**src/rtccc_pkg.sv**
```systemverilog
//------------------------------------------------------------------------------
// Purpose: shared constants of the rtc calendar counter chain
// Assumes: 32-bit register port with byte addresses
// Notes:   bcd values are kept at the width of the counter they load
//------------------------------------------------------------------------------
package rtccc_pkg;

   //---------------------------------------------------------------------------
   // register byte addresses
   //---------------------------------------------------------------------------
   localparam logic [31:0] ADDR_CTRL = 32'h4000_5200;
   localparam logic [31:0] ADDR_CORR = 32'h4000_5204;
   localparam logic [31:0] ADDR_SUB = 32'h4000_5208;
   localparam logic [31:0] ADDR_SEC = 32'h4000_520C;
   localparam logic [31:0] ADDR_MIN = 32'h4000_5210;
   localparam logic [31:0] ADDR_HOUR = 32'h4000_5214;
   localparam logic [31:0] ADDR_DAY = 32'h4000_5218;
   localparam logic [31:0] ADDR_WEEK = 32'h4000_521C;

   //---------------------------------------------------------------------------
   // field positions
   //---------------------------------------------------------------------------
   localparam int CTRL_EN_BIT = 15;
   localparam int CTRL_FMT_BIT = 10;
   localparam int CTRL_HSTAT_BIT = 1;
   localparam int CTRL_HREQ_BIT = 0;
   localparam int CORR_INTV_BIT = 7;
   localparam int CORR_SIGN_BIT = 6;
   localparam int PM_BIT = 5;

   //---------------------------------------------------------------------------
   // reset values
   //---------------------------------------------------------------------------
   localparam logic [15:0] RST_SUB = 16'h0000;
   localparam logic [6:0] RST_SEC = 7'h00;
   localparam logic [6:0] RST_MIN = 7'h00;
   localparam logic [5:0] RST_HOUR = 6'h12;
   localparam logic [5:0] RST_DAY = 6'h01;
   localparam logic [2:0] RST_WEEK = 3'h0;
   localparam logic [7:0] RST_CORR = 8'h00;

   //---------------------------------------------------------------------------
   // timing: oscillator counts per nominal second
   //---------------------------------------------------------------------------
   localparam int SUBSEC_COUNT_DEF = 32768;

   //---------------------------------------------------------------------------
   // bcd landmarks
   //---------------------------------------------------------------------------
   localparam logic [6:0] BCD_59 = 7'h59;
   localparam logic [6:0] MARK_00 = 7'h00;
   localparam logic [6:0] MARK_20 = 7'h20;
   localparam logic [6:0] MARK_40 = 7'h40;
   localparam logic [5:0] H24_LAST = 6'h23;
   localparam logic [5:0] H12_MIDNIGHT = 6'h12;
   localparam logic [5:0] H12_AM_LAST = 6'h11;
   localparam logic [5:0] H12_NOON = 6'h32;
   localparam logic [5:0] H12_PM_FIRST = 6'h21;
   localparam logic [5:0] H12_PM_LAST = 6'h31;
   localparam logic [5:0] H12_ONE = 6'h01;
   localparam logic [5:0] H24_ZERO = 6'h00;
   localparam logic [5:0] DAY_FIRST = 6'h01;
   localparam logic [5:0] DAY_31 = 6'h31;
   localparam logic [5:0] DAY_30 = 6'h30;
   localparam logic [5:0] DAY_29 = 6'h29;
   localparam logic [5:0] DAY_28 = 6'h28;
   localparam logic [4:0] MON_FEB = 5'h02;
   localparam logic [4:0] MON_APR = 5'h04;
   localparam logic [4:0] MON_JUN = 5'h06;
   localparam logic [4:0] MON_SEP = 5'h09;
   localparam logic [4:0] MON_NOV = 5'h11;
   localparam logic [2:0] WEEK_LAST = 3'h6;

   //---------------------------------------------------------------------------
   // legal write ranges, one byte per checker, index 0 in the low byte
   //---------------------------------------------------------------------------
   localparam int RG_SEC = 0;
   localparam int RG_MIN = 1;
   localparam int RG_H24 = 2;
   localparam int RG_H12A = 3;
   localparam int RG_H12B = 4;
   localparam int RG_DAY = 5;
   localparam int RG_WEEK = 6;
   localparam int RG_N = 7;
   localparam logic [55:0] RANGE_LO = 56'h00_01_21_01_00_00_00;
   localparam logic [55:0] RANGE_HI = 56'h06_31_32_12_23_59_59;

   // hold handshake of the counter chain
   typedef enum logic [0:0] {
      RTCCC_RUN = 1'b0,
      RTCCC_HELD = 1'b1
   } rtccc_hold_t;

endpackage

```
**src/rtccc_bcd_range.sv**
```systemverilog
//------------------------------------------------------------------------------
// Purpose: checks that a byte is valid bcd inside an inclusive range
// Assumes: lo and hi are themselves valid bcd
// Notes:   bcd ordering matches plain byte ordering, so a byte compare suffices
//------------------------------------------------------------------------------
`timescale 1ns/100ps
module rtccc_bcd_range #(
   parameter logic [7:0] LO = 8'h00,
   parameter logic [7:0] HI = 8'h59
) (
   // value under test
   input wire logic [7:0] value_i,
   // verdict
   output logic legal_o
);
   // both digits decimal and the byte inside the window
   assign legal_o = (value_i[3:0] <= 4'h9) && (value_i[7:4] <= 4'h9) &&
                    (value_i >= LO) && (value_i <= HI);
endmodule // rtccc_bcd_range

```
**src/rtccc_corr_calc.sv**
```systemverilog
//------------------------------------------------------------------------------
// Purpose: turns the correction setting into the sub-second terminal count
// Assumes: seconds value is the live bcd seconds count
// Notes:   output is purely combinational; the caller registers the effect
//------------------------------------------------------------------------------
`timescale 1ns/100ps
module rtccc_corr_calc
   import rtccc_pkg::*;
#(
   parameter int SUBSEC_COUNT = SUBSEC_COUNT_DEF
) (
   // setting and current second
   input wire logic [7:0] corr_setting_i,
   input wire logic [6:0] seconds_bcd_i,
   // result
   output logic [16:0] terminal_o
);
   logic correction_interval_sel;
   logic correction_sign;
   logic [5:0] correction_magnitude;
   logic instant;
   logic active;
   logic [7:0] step;
   logic [16:0] nominal;

   assign correction_interval_sel = corr_setting_i[CORR_INTV_BIT];
   assign correction_sign = corr_setting_i[CORR_SIGN_BIT];
   assign correction_magnitude = corr_setting_i[5:0];

   // correction instants: every 20 s or only at the minute
   assign instant = correction_interval_sel ? (seconds_bcd_i == MARK_00) : // [RULE1]
                    (seconds_bcd_i == MARK_00) || (seconds_bcd_i == MARK_20) ||
                    (seconds_bcd_i == MARK_40);

   // small magnitudes switch correction off whatever the sign
   assign active = instant && (correction_magnitude[5:1] != 5'h00); // [RULE4]

   // step is an even count 2..124 in either direction
   always_comb begin
      if (!correction_sign) begin
         step = 8'(({2'b00, correction_magnitude} - 8'h01) << 1); // [RULE2] [RULE5]
      end else begin
         step = 8'(({2'b00, ~correction_magnitude} + 8'h01) << 1); // [RULE3] [RULE5]
      end
   end

   assign nominal = 17'(SUBSEC_COUNT - 1);

   // positive value is added to the count, i.e. the second ends earlier
   always_comb begin
      if (!active) begin
         terminal_o = nominal;
      end else if (!correction_sign) begin
         terminal_o = nominal - {9'h000, step}; // [RULE21]
      end else begin
         terminal_o = nominal + {9'h000, step}; // [RULE21]
      end
   end
endmodule // rtccc_corr_calc

```
**src/rtccc_chain.sv**
```systemverilog
//------------------------------------------------------------------------------
// Purpose: bcd time-keeping chain: sub-second, seconds, minutes, hours, day,
//          weekday, with time error correction and a register port
// Assumes: clk_i is the oscillator clock; month and leap inputs come from
//          calendar logic on the same clock
// Notes:   the sub-second counter keeps running while the chain is held
//------------------------------------------------------------------------------
// Functional notes
// RULE1 - interval bit 0 corrects at seconds 00, 20, 40; bit 1 only at 00
// RULE2 - positive sign: correction equals (magnitude minus one) times two
// RULE3 - negative sign: correction equals (inverted magnitude plus one) times two
// RULE4 - upper five magnitude bits all zero means no correction at all
// RULE5 - correction steps are even, 2 to 124 either direction
// RULE6 - software avoids writing the correction setting during correction seconds
// RULE7 - sub-second count is 16 bits and may reach 8000H or above
// RULE8 - every seconds write clears the sub-second count
// RULE9 - software must not trust sub-second reads while counting runs
// RULE10 - seconds count 00 to 59 bcd, step on sub-second overflow
// RULE11 - out-of-range bcd writes to seconds, minutes, hours, day are ignored
// RULE12 - minutes count 00 to 59 bcd, step on seconds rollover
// RULE13 - a write to minutes, hours or day wins over an arriving carry
// RULE14 - hours step on minutes rollover; 24-hour form spans 00 to 23
// RULE15 - 12-hour form: bit 5 is pm, midnight 12H, noon 32H
// RULE16 - software writes hours legal for the selected format
// RULE17 - day counts 01 to 31 bcd, step on hours rollover
// RULE18 - day wraps at month length, february by leap year
// RULE19 - weekday 0 to 6 steps with the day, not derived from the date
// RULE20 - hour format bit 1 selects 24-hour, 0 selects 12-hour
// RULE21 - sub-second counts clocks, overflows once a second, correction added
//------------------------------------------------------------------------------
`timescale 1ns/100ps
module rtccc_chain
   import rtccc_pkg::*;
#(
   parameter int SUBSEC_COUNT = SUBSEC_COUNT_DEF
) (
   // clock and reset
   input wire logic clk_i,
   input wire logic nrst_i,
   // register port
   input wire logic [31:0] addr_i,
   input wire logic [31:0] wdata_i,
   input wire logic wr_i,
   input wire logic rd_i,
   output logic [31:0] rdata_o,
   // calendar context
   input wire logic [4:0] month_bcd_i,
   input wire logic leap_year_i,
   output logic day_overflow_o
);

   //---------------------------------------------------------------------------
   // helper functions
   //---------------------------------------------------------------------------
   // bcd increment of one byte, no wrap handling
   function automatic logic [7:0] bcd_inc(input logic [7:0] v);
      bcd_inc = (v[3:0] == 4'h9) ? {v[7:4] + 4'h1, 4'h0} : {v[7:4], v[3:0] + 4'h1};
   endfunction
   function automatic logic [4:0] bcd_to_bin(input logic [5:0] v);
      bcd_to_bin = 5'(v[5:4]) * 5'd10 + 5'(v[3:0]);
   endfunction
   function automatic logic [5:0] bin_to_bcd(input logic [4:0] b);
      if (b >= 5'd20) begin
         bin_to_bcd = {2'd2, 4'(b - 5'd20)};
      end else if (b >= 5'd10) begin
         bin_to_bcd = {2'd1, 4'(b - 5'd10)};
      end else begin
         bin_to_bcd = {2'd0, 4'(b)};
      end
   endfunction
   // 24-hour bcd to 12-hour bcd with pm flag
   function automatic logic [5:0] hour_to12(input logic [5:0] h);
      logic [4:0] b;
      logic pm;
      logic [5:0] r;
      b = bcd_to_bin(h);
      pm = (b >= 5'd12);
      b = pm ? b - 5'd12 : b;
      b = (b == 5'd0) ? 5'd12 : b;
      r = bin_to_bcd(b);
      r[PM_BIT] = pm;
      hour_to12 = r;
   endfunction
   // 12-hour bcd with pm flag to 24-hour bcd
   function automatic logic [5:0] hour_to24(input logic [5:0] h);
      logic [4:0] b;
      b = bcd_to_bin({1'b0, h[4:0]});
      b = (b == 5'd12) ? 5'd0 : b;
      b = h[PM_BIT] ? b + 5'd12 : b;
      hour_to24 = bin_to_bcd(b);
   endfunction

   //---------------------------------------------------------------------------
   // registers and nets
   //---------------------------------------------------------------------------
   logic [15:0] sub_r, sub_nxt;
   logic [6:0] sec_r, sec_nxt, min_r, min_nxt;
   logic [5:0] hour_r, hour_nxt, day_r, day_nxt, day_last;
   logic [2:0] week_r, week_nxt;
   logic [7:0] corr_r;
   logic count_en_r, hour_format_sel_r, hold_stat_r, pending_r;
   rtccc_hold_t hold_req_r;
   logic [16:0] terminal;
   logic [RG_N-1:0] legal;
   logic wr_ctrl, wr_corr, wr_sec, wr_min, wr_hour, wr_day, wr_week;
   logic hour_ok, fmt_change, sub_ovf, tick;
   logic sec_carry, min_carry, hour_last, hour_carry, day_carry;

   //---------------------------------------------------------------------------
   // write decode and range checks
   //---------------------------------------------------------------------------
   assign wr_ctrl = wr_i && (addr_i == ADDR_CTRL);
   assign wr_corr = wr_i && (addr_i == ADDR_CORR);
   assign wr_sec = wr_i && (addr_i == ADDR_SEC);
   assign wr_min = wr_i && (addr_i == ADDR_MIN);
   assign wr_hour = wr_i && (addr_i == ADDR_HOUR);
   assign wr_day = wr_i && (addr_i == ADDR_DAY);
   assign wr_week = wr_i && (addr_i == ADDR_WEEK);

   // one checker per counter range, all looking at the low data byte
   for (genvar g = 0; g < RG_N; g++) begin : g_range
      rtccc_bcd_range #(
         .LO(RANGE_LO[g*8 +: 8]),
         .HI(RANGE_HI[g*8 +: 8])
      ) u_range (
         .value_i(wdata_i[7:0]),
         .legal_o(legal[g])
      );
   end

   // legal hour set depends on the current format
   assign hour_ok = hour_format_sel_r ? legal[RG_H24] : // [RULE11]
                    (legal[RG_H12A] || legal[RG_H12B]);
   assign fmt_change = wr_ctrl && (wdata_i[CTRL_FMT_BIT] != hour_format_sel_r);

   //---------------------------------------------------------------------------
   // control and correction setting
   //---------------------------------------------------------------------------
   // hold status lags the request by one clock, software polls it
   always_ff @(posedge clk_i) begin
      if (!nrst_i) begin
         count_en_r <= 1'b0;
         hour_format_sel_r <= 1'b0;
         hold_req_r <= RTCCC_RUN;
         hold_stat_r <= 1'b0;
      end else begin
         if (wr_ctrl) begin
            count_en_r <= wdata_i[CTRL_EN_BIT];
            hour_format_sel_r <= wdata_i[CTRL_FMT_BIT]; // [RULE20]
            hold_req_r <= wdata_i[CTRL_HREQ_BIT] ? RTCCC_HELD : RTCCC_RUN;
         end
         hold_stat_r <= (hold_req_r == RTCCC_HELD);
      end
   end

   // no write guard: avoiding the correction seconds is left to software
   always_ff @(posedge clk_i) begin
      if (!nrst_i) begin
         corr_r <= RST_CORR;
      end else if (wr_corr) begin
         corr_r <= wdata_i[7:0];
      end
   end

   rtccc_corr_calc #(
      .SUBSEC_COUNT(SUBSEC_COUNT)
   ) u_corr (
      .corr_setting_i(corr_r),
      .seconds_bcd_i(sec_r),
      .terminal_o(terminal)
   );

   //---------------------------------------------------------------------------
   // sub-second counter
   //---------------------------------------------------------------------------
   // compare at 17 bits so a lengthened second can run past 7FFFH
   assign sub_ovf = count_en_r && ({1'b0, sub_r} >= terminal) && !wr_sec; // [RULE21]
   always_comb begin
      if (wr_sec) begin
         sub_nxt = RST_SUB; // [RULE8]
      end else if (!count_en_r) begin
         sub_nxt = sub_r;
      end else if (sub_ovf) begin
         sub_nxt = RST_SUB;
      end else begin
         sub_nxt = sub_r + 16'h0001; // [RULE7] [RULE21]
      end
   end
   always_ff @(posedge clk_i) begin
      if (!nrst_i) begin
         sub_r <= RST_SUB;
      end else begin
         sub_r <= sub_nxt;
      end
   end

   // an overflow seen while held is replayed when the hold is released;
   // a seconds write throws it away since the sub-second count restarts
   always_ff @(posedge clk_i) begin
      if (!nrst_i) begin
         pending_r <= 1'b0;
      end else if (wr_sec) begin
         pending_r <= 1'b0;
      end else if (sub_ovf && (hold_req_r == RTCCC_HELD)) begin
         pending_r <= 1'b1;
      end else if (hold_req_r == RTCCC_RUN) begin
         pending_r <= 1'b0;
      end
   end

   //---------------------------------------------------------------------------
   // carry chain
   //---------------------------------------------------------------------------
   assign tick = (sub_ovf || pending_r) && (hold_req_r == RTCCC_RUN) && !wr_sec;
   assign sec_carry = tick && (sec_r == BCD_59);
   assign min_carry = sec_carry && (min_r == BCD_59) && !wr_min; // [RULE13]
   assign hour_last = hour_format_sel_r ? (hour_r == H24_LAST) : (hour_r == H12_PM_LAST);
   // a format change in the same clock swallows the carry
   assign hour_carry = min_carry && hour_last && !wr_hour && !fmt_change; // [RULE13]

   // month length picks the day wrap point
   always_comb begin
      if (month_bcd_i == MON_FEB) begin
         day_last = leap_year_i ? DAY_29 : DAY_28; // [RULE18]
      end else if ((month_bcd_i == MON_APR) || (month_bcd_i == MON_JUN) ||
                   (month_bcd_i == MON_SEP) || (month_bcd_i == MON_NOV)) begin
         day_last = DAY_30; // [RULE18]
      end else begin
         day_last = DAY_31; // [RULE18]
      end
   end
   assign day_carry = hour_carry && (day_r >= day_last) && !wr_day;

   //---------------------------------------------------------------------------
   // seconds and minutes
   //---------------------------------------------------------------------------
   always_comb begin
      if (wr_sec && legal[RG_SEC]) begin
         sec_nxt = wdata_i[6:0]; // [RULE11]
      end else if (sec_carry) begin
         sec_nxt = MARK_00; // [RULE10]
      end else if (tick) begin
         sec_nxt = 7'(bcd_inc({1'b0, sec_r})); // [RULE10]
      end else begin
         sec_nxt = sec_r;
      end
   end
   always_comb begin
      if (wr_min && legal[RG_MIN]) begin
         min_nxt = wdata_i[6:0]; // [RULE11] [RULE13]
      end else if (wr_min || !sec_carry) begin
         min_nxt = min_r;
      end else if (min_r == BCD_59) begin
         min_nxt = MARK_00; // [RULE12]
      end else begin
         min_nxt = 7'(bcd_inc({1'b0, min_r})); // [RULE12]
      end
   end

   //---------------------------------------------------------------------------
   // hours
   //---------------------------------------------------------------------------
   always_comb begin
      if (wr_hour) begin
         hour_nxt = hour_ok ? wdata_i[5:0] : hour_r; // [RULE11] [RULE13]
      end else if (fmt_change) begin
         // keep the same time of day across a format switch
         hour_nxt = wdata_i[CTRL_FMT_BIT] ? hour_to24(hour_r) : hour_to12(hour_r); // [RULE20]
      end else if (!min_carry) begin
         hour_nxt = hour_r;
      end else if (hour_format_sel_r) begin
         hour_nxt = hour_last ? H24_ZERO : 6'(bcd_inc({2'b00, hour_r})); // [RULE14]
      end else begin
         case (hour_r)
            H12_AM_LAST: hour_nxt = H12_NOON; // [RULE15]
            H12_MIDNIGHT: hour_nxt = H12_ONE; // [RULE15]
            H12_NOON: hour_nxt = H12_PM_FIRST; // [RULE15]
            H12_PM_LAST: hour_nxt = H12_MIDNIGHT; // [RULE15]
            default: hour_nxt = 6'(bcd_inc({2'b00, hour_r})); // [RULE14]
         endcase
      end
   end

   //---------------------------------------------------------------------------
   // day of month and weekday
   //---------------------------------------------------------------------------
   always_comb begin
      if (wr_day) begin
         day_nxt = legal[RG_DAY] ? wdata_i[5:0] : day_r; // [RULE11] [RULE13]
      end else if (day_carry) begin
         day_nxt = DAY_FIRST; // [RULE18]
      end else if (hour_carry) begin
         day_nxt = 6'(bcd_inc({2'b00, day_r})); // [RULE17]
      end else begin
         day_nxt = day_r;
      end
   end

   // weekday only follows the day step, never the date
   always_comb begin
      if (wr_week) begin
         week_nxt = legal[RG_WEEK] ? wdata_i[2:0] : week_r;
      end else if (hour_carry) begin
         week_nxt = (week_r == WEEK_LAST) ? RST_WEEK : week_r + 3'h1; // [RULE19]
      end else begin
         week_nxt = week_r;
      end
   end

   // all calendar counters load together
   always_ff @(posedge clk_i) begin
      if (!nrst_i) begin
         sec_r <= RST_SEC;
         min_r <= RST_MIN;
         hour_r <= RST_HOUR;
         day_r <= RST_DAY;
         week_r <= RST_WEEK;
      end else begin
         sec_r <= sec_nxt;
         min_r <= min_nxt;
         hour_r <= hour_nxt;
         day_r <= day_nxt;
         week_r <= week_nxt;
      end
   end

   // one-clock pulse towards the month counter
   always_ff @(posedge clk_i) begin
      if (!nrst_i) begin
         day_overflow_o <= 1'b0;
      end else begin
         day_overflow_o <= day_carry;
      end
   end

   //---------------------------------------------------------------------------
   // read port
   //---------------------------------------------------------------------------
   // data stands for exactly the clock after the strobe, zero otherwise;
   // the sub-second value is a live snapshot and may be mid-change
   always_ff @(posedge clk_i) begin
      if (!nrst_i) begin
         rdata_o <= 32'h0000_0000;
      end else if (rd_i) begin
         case (addr_i)
            ADDR_CTRL: begin
               rdata_o <= 32'h0000_0000;
               rdata_o[CTRL_EN_BIT] <= count_en_r;
               rdata_o[CTRL_FMT_BIT] <= hour_format_sel_r;
               rdata_o[CTRL_HSTAT_BIT] <= hold_stat_r;
               rdata_o[CTRL_HREQ_BIT] <= (hold_req_r == RTCCC_HELD);
            end
            ADDR_CORR: rdata_o <= {24'h00_0000, corr_r};
            ADDR_SUB: rdata_o <= {16'h0000, sub_r}; // [RULE7]
            ADDR_SEC: rdata_o <= {25'h000_0000, sec_r};
            ADDR_MIN: rdata_o <= {25'h000_0000, min_r};
            ADDR_HOUR: rdata_o <= {26'h000_0000, hour_r};
            ADDR_DAY: rdata_o <= {26'h000_0000, day_r};
            ADDR_WEEK: rdata_o <= {29'h0000_0000, week_r};
            default: rdata_o <= 32'h0000_0000;
         endcase
      end else begin
         rdata_o <= 32'h0000_0000;
      end
   end

endmodule // rtccc_chain

```
**config.mk**
```make
export PLATFORM = sky130hd
export DESIGN_NAME = rtccc_chain
export DESIGN_NICKNAME = d
export VERILOG_FILES = /design/src/rtccc_pkg.sv /design/src/rtccc_bcd_range.sv /design/src/rtccc_corr_calc.sv /design/src/rtccc_chain.sv
export SDC_FILE = /design/constraint.sdc
export NUM_CORES = 1
export LEC_CHECK = 0
export CAP_MARGIN = 30
export CORE_MARGIN = 3
export CORE_UTILIZATION = 37
export CTS_CLUSTER_SIZE = 10
export DETAILED_ROUTE_END_ITERATION = 10
export DONT_BUFFER_PORTS = 1
export GPL_ROUTABILITY_DRIVEN = 0
export HOLD_SLACK_MARGIN = 0.06
export MAX_ROUTING_LAYER = met4
export PLACE_DENSITY = 0.63
export REMOVE_ABC_BUFFERS = 1
export SYNTH_ARGS = -nofsm -noshare
export SYNTH_HDL_FRONTEND = slang
export SYNTH_HIERARCHICAL = 1
export SYNTH_SLANG_ARGS = --single-unit
```
**constraint.sdc**
```tcl
create_clock -name clk_i -period 6.9 [get_ports clk_i]
set_clock_uncertainty 0.1 [all_clocks]
set_input_delay 0.69 -clock clk_i [delete_from_list [all_inputs] [get_ports clk_i]]
set_output_delay 0.69 -clock clk_i [all_outputs]
set_load 0.01 [all_outputs]
```
## After elaboration in Yosys (flattened, before gate mapping)

Cells that the tools add are included.

- Bits in registers: 91
- Logic and storage cells: 210
- Output and inout bits: 33

- Add/sub/neg operators: 22
- Multiplexer cells: 48
- Bitwise operators: 3
- $mul: 2
- Order comparisons: 18
- Reduce and logical (&&, ||, !) cells: 66
- Eq/ne operators: 34

Operators by type and width:

| operator | count |
|---|---|
| == test 32 x 31 -> 1 bit, second input constant | 8 |
| case mux 16 bit (8 select lines) | 1 |
| 2-to-1 mux 6 bit | 14 |
| 2-to-1 mux 7 bit | 8 |
| 2-to-1 mux 5 bit | 8 |
| logical AND 1 bit | 34 |
| 2-to-1 mux 17 bit | 2 |
| <= comparator 8 x 6 -> 1 bit, second input constant | 3 |
| case mux 6 bit (4 select lines) | 1 |
| == test 7 bit, second input constant | 3 |
| == test 6 bit, second input constant | 3 |
| nonzero test 3 bit | 6 |
| greater-or-equal comparator 16 x 17 -> 1 bit | 1 |
| adder 15 x 8 -> 16 bit, first input constant | 1 |
| adder 16 x 1 -> 16 bit, second input constant | 1 |
| adder 4 x 1 -> 4 bit, second input constant | 4 |
| == test 4 bit, second input constant | 4 |
| greater-or-equal comparator 8 x 1 -> 1 bit, second input constant | 2 |
| 2-to-1 mux 16 bit | 1 |
| subtractor 15 x 8 -> 16 bit, first input constant | 1 |
| greater-or-equal comparator 5 x 4 -> 1 bit, second input constant | 3 |
| == test 6 x 5 -> 1 bit, second input constant | 2 |
| 2-to-1 mux 3 bit | 4 |
| AND reduction 2 bit | 6 |
| 39 further kinds | 72 |

## Longest topological paths before layout

- Depth after elaboration: 22
- Depth in mapped cells: 22
- Gate-level depth less buffers: 19

## Cells and area by module

The synthesis kept the hierarchy.

Modules (own cells, without submodules):

| module | seq. area each (um^2) | instances | area an instance (um^2) | cells each |
|---|---|---|---|---|
| rtccc_chain | 1501.4 | 1 | 5944.5 | 757 |
| rtccc_corr_calc | 0.0 | 1 | 593.1 | 83 |
| rtccc_bcd_range (g_range[3].u_range) | 0.0 | 1 | 48.8 | 8 |
| rtccc_bcd_range (g_range[5].u_range) | 0.0 | 1 | 45.0 | 7 |
| rtccc_bcd_range (g_range[4].u_range) | 0.0 | 1 | 41.3 | 8 |
| rtccc_bcd_range (g_range[0].u_range ...) | 0.0 | 2 | 20.0 | 2 |
| rtccc_bcd_range (g_range[2].u_range) | 0.0 | 1 | 26.3 | 4 |
| rtccc_bcd_range (g_range[6].u_range) | 0.0 | 1 | 22.5 | 2 |

## Worst setup path after synthesis

No wires, ideal clock.

- Kind: register to register
- Start: register corr_r[0]
- End: register min_r[2]
- Slack: 2.237 ns
- Data required time: 6.726 ns
- Data arrival time: 4.489 ns
- Cell stages (with the launch flop): 23
- Cells stage by stage: dfxtp_1 > clkbuf_1 > inv_1 > ha_1 > buf_1 > xor2_1 > ha_1 > inv_1 > a211oi_1 > ha_1 > a22o_1 > nand2_1 > inv_1 > ha_1 > and4_1 > a41oi_1 > o31a_1 > nand3b_1 > o211ai_2 > or2_1 > buf_2 > or4_1 > a31oi_1

- Word-level cells in the longest chain between the ends: 16

Ends and longest elaborated chain:

| element | RTL line | RTL |
|---|---|---|
| start, declared | rtccc_chain.sv:100 | `logic [7:0] corr_r;` |
| start signal, assigned | rtccc_chain.sv:161 | `corr_r <= wdata_i[7:0];` |
| NOT 6 bit | rtccc_corr_calc.sv:43 | `step = 8'(({2'b00, ~correction_magnitude} + 8'h01) << 1);` |
| adder 6 x 1 -> 7 bit | rtccc_corr_calc.sv:43 |  |
| 2-to-1 mux 8 bit * | rtccc_corr_calc.sv:40 | `if (!correction_sign) begin` |
| subtractor 15 x 8 -> 16 bit / adder 15 x 8 -> 16 bit (equally long branches) | rtccc_corr_calc.sv:54, rtccc_corr_calc.sv:56 |  |
| 2-to-1 mux 17 bit * | rtccc_corr_calc.sv:53 | `end else if (!correction_sign) begin` |
| 2-to-1 mux 17 bit * | rtccc_corr_calc.sv:51 | `if (!active) begin` |
| net terminal[7] | rtccc_chain.sv:103 | `logic [16:0] terminal;` |
| greater-or-equal comparator 16 x 17 -> 1 bit * | rtccc_chain.sv:177 | `assign sub_ovf = count_en_r && ({1'b0, sub_r} >= terminal) && !wr_sec;` |
| logical AND 1 bit * (2 in a row) | rtccc_chain.sv:177 |  |
| logical OR 1 bit * | rtccc_chain.sv:214 | `assign tick = (sub_ovf \|\| pending_r) && (hold_req_r == RTCCC_RUN) && !wr_sec;` |
| logical AND 1 bit * (2 in a row) | rtccc_chain.sv:214 |  |
| logical AND 1 bit * | rtccc_chain.sv:215 | `assign sec_carry = tick && (sec_r == BCD_59);` |
| zero test 1 bit * | rtccc_chain.sv:251 | `end else if (wr_min \|\| !sec_carry) begin` |
| logical OR 1 bit * | rtccc_chain.sv:251 |  |
| inequality test 2 bit (no source line) * | - |  |
| end signal, assigned | rtccc_chain.sv:320 | `min_r <= min_nxt;` |
| end, declared | rtccc_chain.sv:97 | `logic [6:0] sec_r, sec_nxt, min_r, min_nxt;` |

The timed path passes the listed nets; every way through them passes the cells marked *.
A chain may end at the register's enable or synchronous reset.

## Worst setup path after layout

- Start: register corr_r[0]
- End: register day_r[2]

- Word-level cells in the longest chain between the ends: 22

Ends and longest elaborated chain:

| element | RTL line | RTL |
|---|---|---|
| NOT 6 bit | rtccc_corr_calc.sv:43 |  |
| adder 6 x 1 -> 7 bit | rtccc_corr_calc.sv:43 |  |
| 2-to-1 mux 8 bit * | rtccc_corr_calc.sv:40 |  |
| subtractor 15 x 8 -> 16 bit / adder 15 x 8 -> 16 bit (equally long branches) | rtccc_corr_calc.sv:54, rtccc_corr_calc.sv:56 |  |
| 2-to-1 mux 17 bit * | rtccc_corr_calc.sv:53 |  |
| 2-to-1 mux 17 bit * | rtccc_corr_calc.sv:51 |  |
| net terminal[7] | rtccc_chain.sv:103 |  |
| greater-or-equal comparator 16 x 17 -> 1 bit * | rtccc_chain.sv:177 |  |
| logical AND 1 bit * (2 in a row) | rtccc_chain.sv:177 |  |
| logical OR 1 bit * | rtccc_chain.sv:214 |  |
| logical AND 1 bit * (2 in a row) | rtccc_chain.sv:214 |  |
| logical AND 1 bit * | rtccc_chain.sv:215 |  |
| logical AND 1 bit * (2 in a row) | rtccc_chain.sv:216 | `assign min_carry = sec_carry && (min_r == BCD_59) && !wr_min;` |
| logical AND 1 bit * (3 in a row) | rtccc_chain.sv:219 | `assign hour_carry = min_carry && hour_last && !wr_hour && !fmt_change;` |
| logical AND 1 bit (2 in a row) | rtccc_chain.sv:232 | `assign day_carry = hour_carry && (day_r >= day_last) && !wr_day;` |
| nonzero test 3 bit (no source line) / 2-to-1 mux 6 bit (equally long branches) | - |  |
| AND reduction 2 bit (no source line) / 2-to-1 mux 6 bit (equally long branches) | - |  |
| end signal, assigned | rtccc_chain.sv:322 | `day_r <= day_nxt;` |
| end, declared | rtccc_chain.sv:98 | `logic [5:0] hour_r, hour_nxt, day_r, day_nxt, day_last;` |

Marked as above.

==> impl_results.md <==
- DRC Markers: 0
- Power Density: 140.0 nW/um^2
- Count of flip-flops with a built-in enable after synthesis: 0
- Measured slew at the worst slew-check pin: 994.8 ps
- Number of global-route vias before repair: 5781
- Initial antenna violation count: 0
- Final Hold Vio Count: 0
- Mapped Avg Cell Area: 7.745 sq um
- Status: completed
- Fmax: 189.6 MHz
- Slew HR: 0.3307
- Min-delay worst type: in2reg
- Final Cycle Share: 0.7643
- Io pins: 107
- Distinct cells, synth: 96
- CTS tree: yes
- Number of standard cells after synthesis: 873
- RSZ-0062 raised after global routing: no
- Total GRT Usage: 0.1945
- GRT overflow: 0
- CP Class: reg2reg
- Clock root buffer: clkbuf_16
- Flip-flop and latch count after synthesis: 75
- WL/cell: 17.49 microns
- H-tree levels: 3
- Ys Warns: 6
- Die width: 141.2 microns
- Worst skew pair latency: 350 ps
- Synth area leaders: dfxtp_1, ha_1, nor2_1, nand2_1, a21oi_1
- Worst Path Arrival: 5410 ps
- Pre-CTS setup slack: 1709 ps
- Max Fanout on Critical Path: 12
- Clock Tree Buf Depth: 2
- Core box area: 17600 sq um
- First-pass GRT wire length: 30530 microns
- Post-synth ARST share: 0
- Lkg Pwr: 2.833 nW
- Clk sinks: 75
- Initial Util: 0.3842
- DR iter-0 viols: 515
- Fillers: 1811
- Total die area: 19930 sq um
- Largest net degree at the start of global routing: 26
- # Post-CTS Setup Buffers: 0
- Setup-failing EPs final: 0
- Setup slack after layout: 1626 ps
- # resized after CTS: 0
- Area grow syn2layout: 5.959%
- Share of layout cells above drive strength 1: 0.07403
- Antenna viol nets, final: 0
- Hold-fix buffers, CTS: 0
- WP data required: 7040 ps
- Synth top area share: 0.2221
- Cell Area, Synth: 6761 sq um
- Vias: 6385
- Post-Route WL: 18820 microns
- Cell row count: 48
- Seq/Total Area, Yosys: 0.2221
- Startpoint Class: flip-flop
- Sum of negative setup slack: 0 ps
- Diodes inserted: 0
- Max Cap Violations: 0
- I/O Buffers: 0
- Num CTS Buffers: 9
- TritonRoute pass-1 iters: 6
- Clock slew at reported path FFs: 60 ps
- Synth Flop Type: dfxtp_1
- Placed wire-length estimate: 14110 microns
- Element type at the critical path end: flip-flop
- Slew Viols, Final: 0
- Post-route minimum period: 5274 ps
- Maximum VDD drop: 0.1288 mV
- Routed vias/inst: 5.934
- Final net count: 970
- Die height: 141.2 microns
- Top cell type by total area after synthesis: dfxtp_1
==> critical path, stage by stage, from the launching register on <==
cell,delay [ps]
dfxtp_1,630
inv_1,130
ha_1,320
or3b_2,230
nor3_1,50
nor3_1,540
a211oi_1,140
ha_1,310
a22o_1,220
nand2_1,60
inv_1,40
ha_1,300
and4_1,230
a41oi_1,110
o31a_1,290
nand3b_1,190
o211ai_2,250
nor4_1,710
o21bai_1,230
a211oi_2,90
==> logic make-up (layout without fill, tap and decap cells) <==
logic type / after synthesis / count (layout) / synth area share
xor gates and xnor gates: 32 / 32 / 0.04145
muxes: 12 / 12 / 0.01795
and+or+nand+nor: 363 / 363 / 0.2968
other: 3 / 18 / 0.001665
AOI/OAI and AO/OA: 232 / 232 / 0.2524
adders and majority gates: 51 / 51 / 0.09512
buffers and inverters: 105 / 68 / 0.07254
DFF: 75 / 75 / 0.2221
==> worst paths after layout <==
kind	cells past startpoint	end	slack [ps]	startpoint
worst max-delay path	19	day_r[2]$_SDFFE_PN0P_	1630	corr_r[0]$_SDFFE_PN0P_
worst min-delay path	1	day_r[0]$_SDFFE_PN1P_	330	nrst_i
worst max register to register	19	day_r[2]$_SDFFE_PN0P_	1630	corr_r[0]$_SDFFE_PN0P_
worst min register to register	1	rdata_o[9]$_SDFF_PN0_	420	sub_r[9]$_SDFFE_PP0P_
==> report_power, final <==
group | switching (W) | internal (W)
clock | 0.000213 | 0.000324
sequential | 0.0000000000000870 | 0.000433
combinational | 0.0000201 | 0.0000121
==> registers in the layout (all words and copies together) (netlist names) <==
name and cells:
sec_r 7, pending_r 1, hold_stat_r 1, min_r 7, rdata_o 16, hold_req_r 1, count_en_r 1, hour_r 6
day_r 6, day_overflow_o 1, corr_r 8, sub_r 16, hour_format_sel_r 1, week_r 3
==> routing by layer <==
layer  GRT usage  vias to the layer above  wire length, microns
li1            -                     3145                     -
met1      0.2575                     3031                  8555
met2      0.3015                      192                  8684
met3     0.04851                       17                  1320
met4     0.04131                        0                   263
met5           -                        -                     0
==> cells in the mapped netlist (all sizes together), types with 6 or more instances <==
cell,n
a31oi,14
nor2b,12
nand2,79
nand2b,9
and2,16
nand4,11
dfxtp,75
or2,7
a211oi,15
a21oi,45
a211o,7
and3,14
nor2,87
clkbuf,22
inv,50
or4,12
a22oi,11
nor3,34
o211ai,11
ha,49
o21a,7
xor2,16
mux2i,11
a222oi,7
nand3b,8
xnor2,16
o21ai,45
buf,33
nand3,31
nor4,16
o31ai,6
or3,6
==> layout make-up <==
| class | count | area (sq um) | share of cell area |
|---|---|---|---|
| repair buffers | 2 | 35.03 | 0.004890 |
| clock inverters | 7 | 107.6 | 0.01502 |
| multi-input cells | 708 | 4826 | 0.6736 |
| well taps | 225 | 281.5 | 0.03929 |
| flip-flops and latches | 75 | 1501 | 0.2096 |
| clock buffers | 9 | 225.2 | 0.03144 |
| inverters | 50 | 187.7 | 0.02620 |
==> cell usage in the layout, fill, tap and decap left out, types with 8 or more instances in the layout <==
master,count
nor2_1,85
nand2_1,76
dfxtp_1,75
inv_1,50
ha_1,49
a21oi_1,45
o21ai_0,34
nor3_1,30
nand3_1,30
conb_1,18
xnor2_1,16
and2_1,16
xor2_1,16
a31oi_1,13
and3_1,13
nor2b_1,12
a211oi_1,12
mux2i_1,11
a22oi_1,11
nand4_1,10
nor4_1,10
o21ai_1,10
o211ai_1,10
or4_1,10
nand2b_1,9
clkbuf_16,9
nand3b_1,8
==> stage by stage <==
stage                     total power (W)  utilization  area [sq um]  hold slack (ps)  cells
final                            0.001003       0.4071          7164            328.9   1076
after global routing             0.001032       0.4071          7164            321.1   1076
after CTS                        0.001013       0.4071          7164            320.7   1076
after detailed placement        0.0004744       0.3882          6832            422.7   1060
after global placement          0.0004720       0.3862          6797            414.9   1058
after floorplan                 0.0004673            -          6515            382.3    833
No activity file was read; power rests on OpenSTA's default activity.
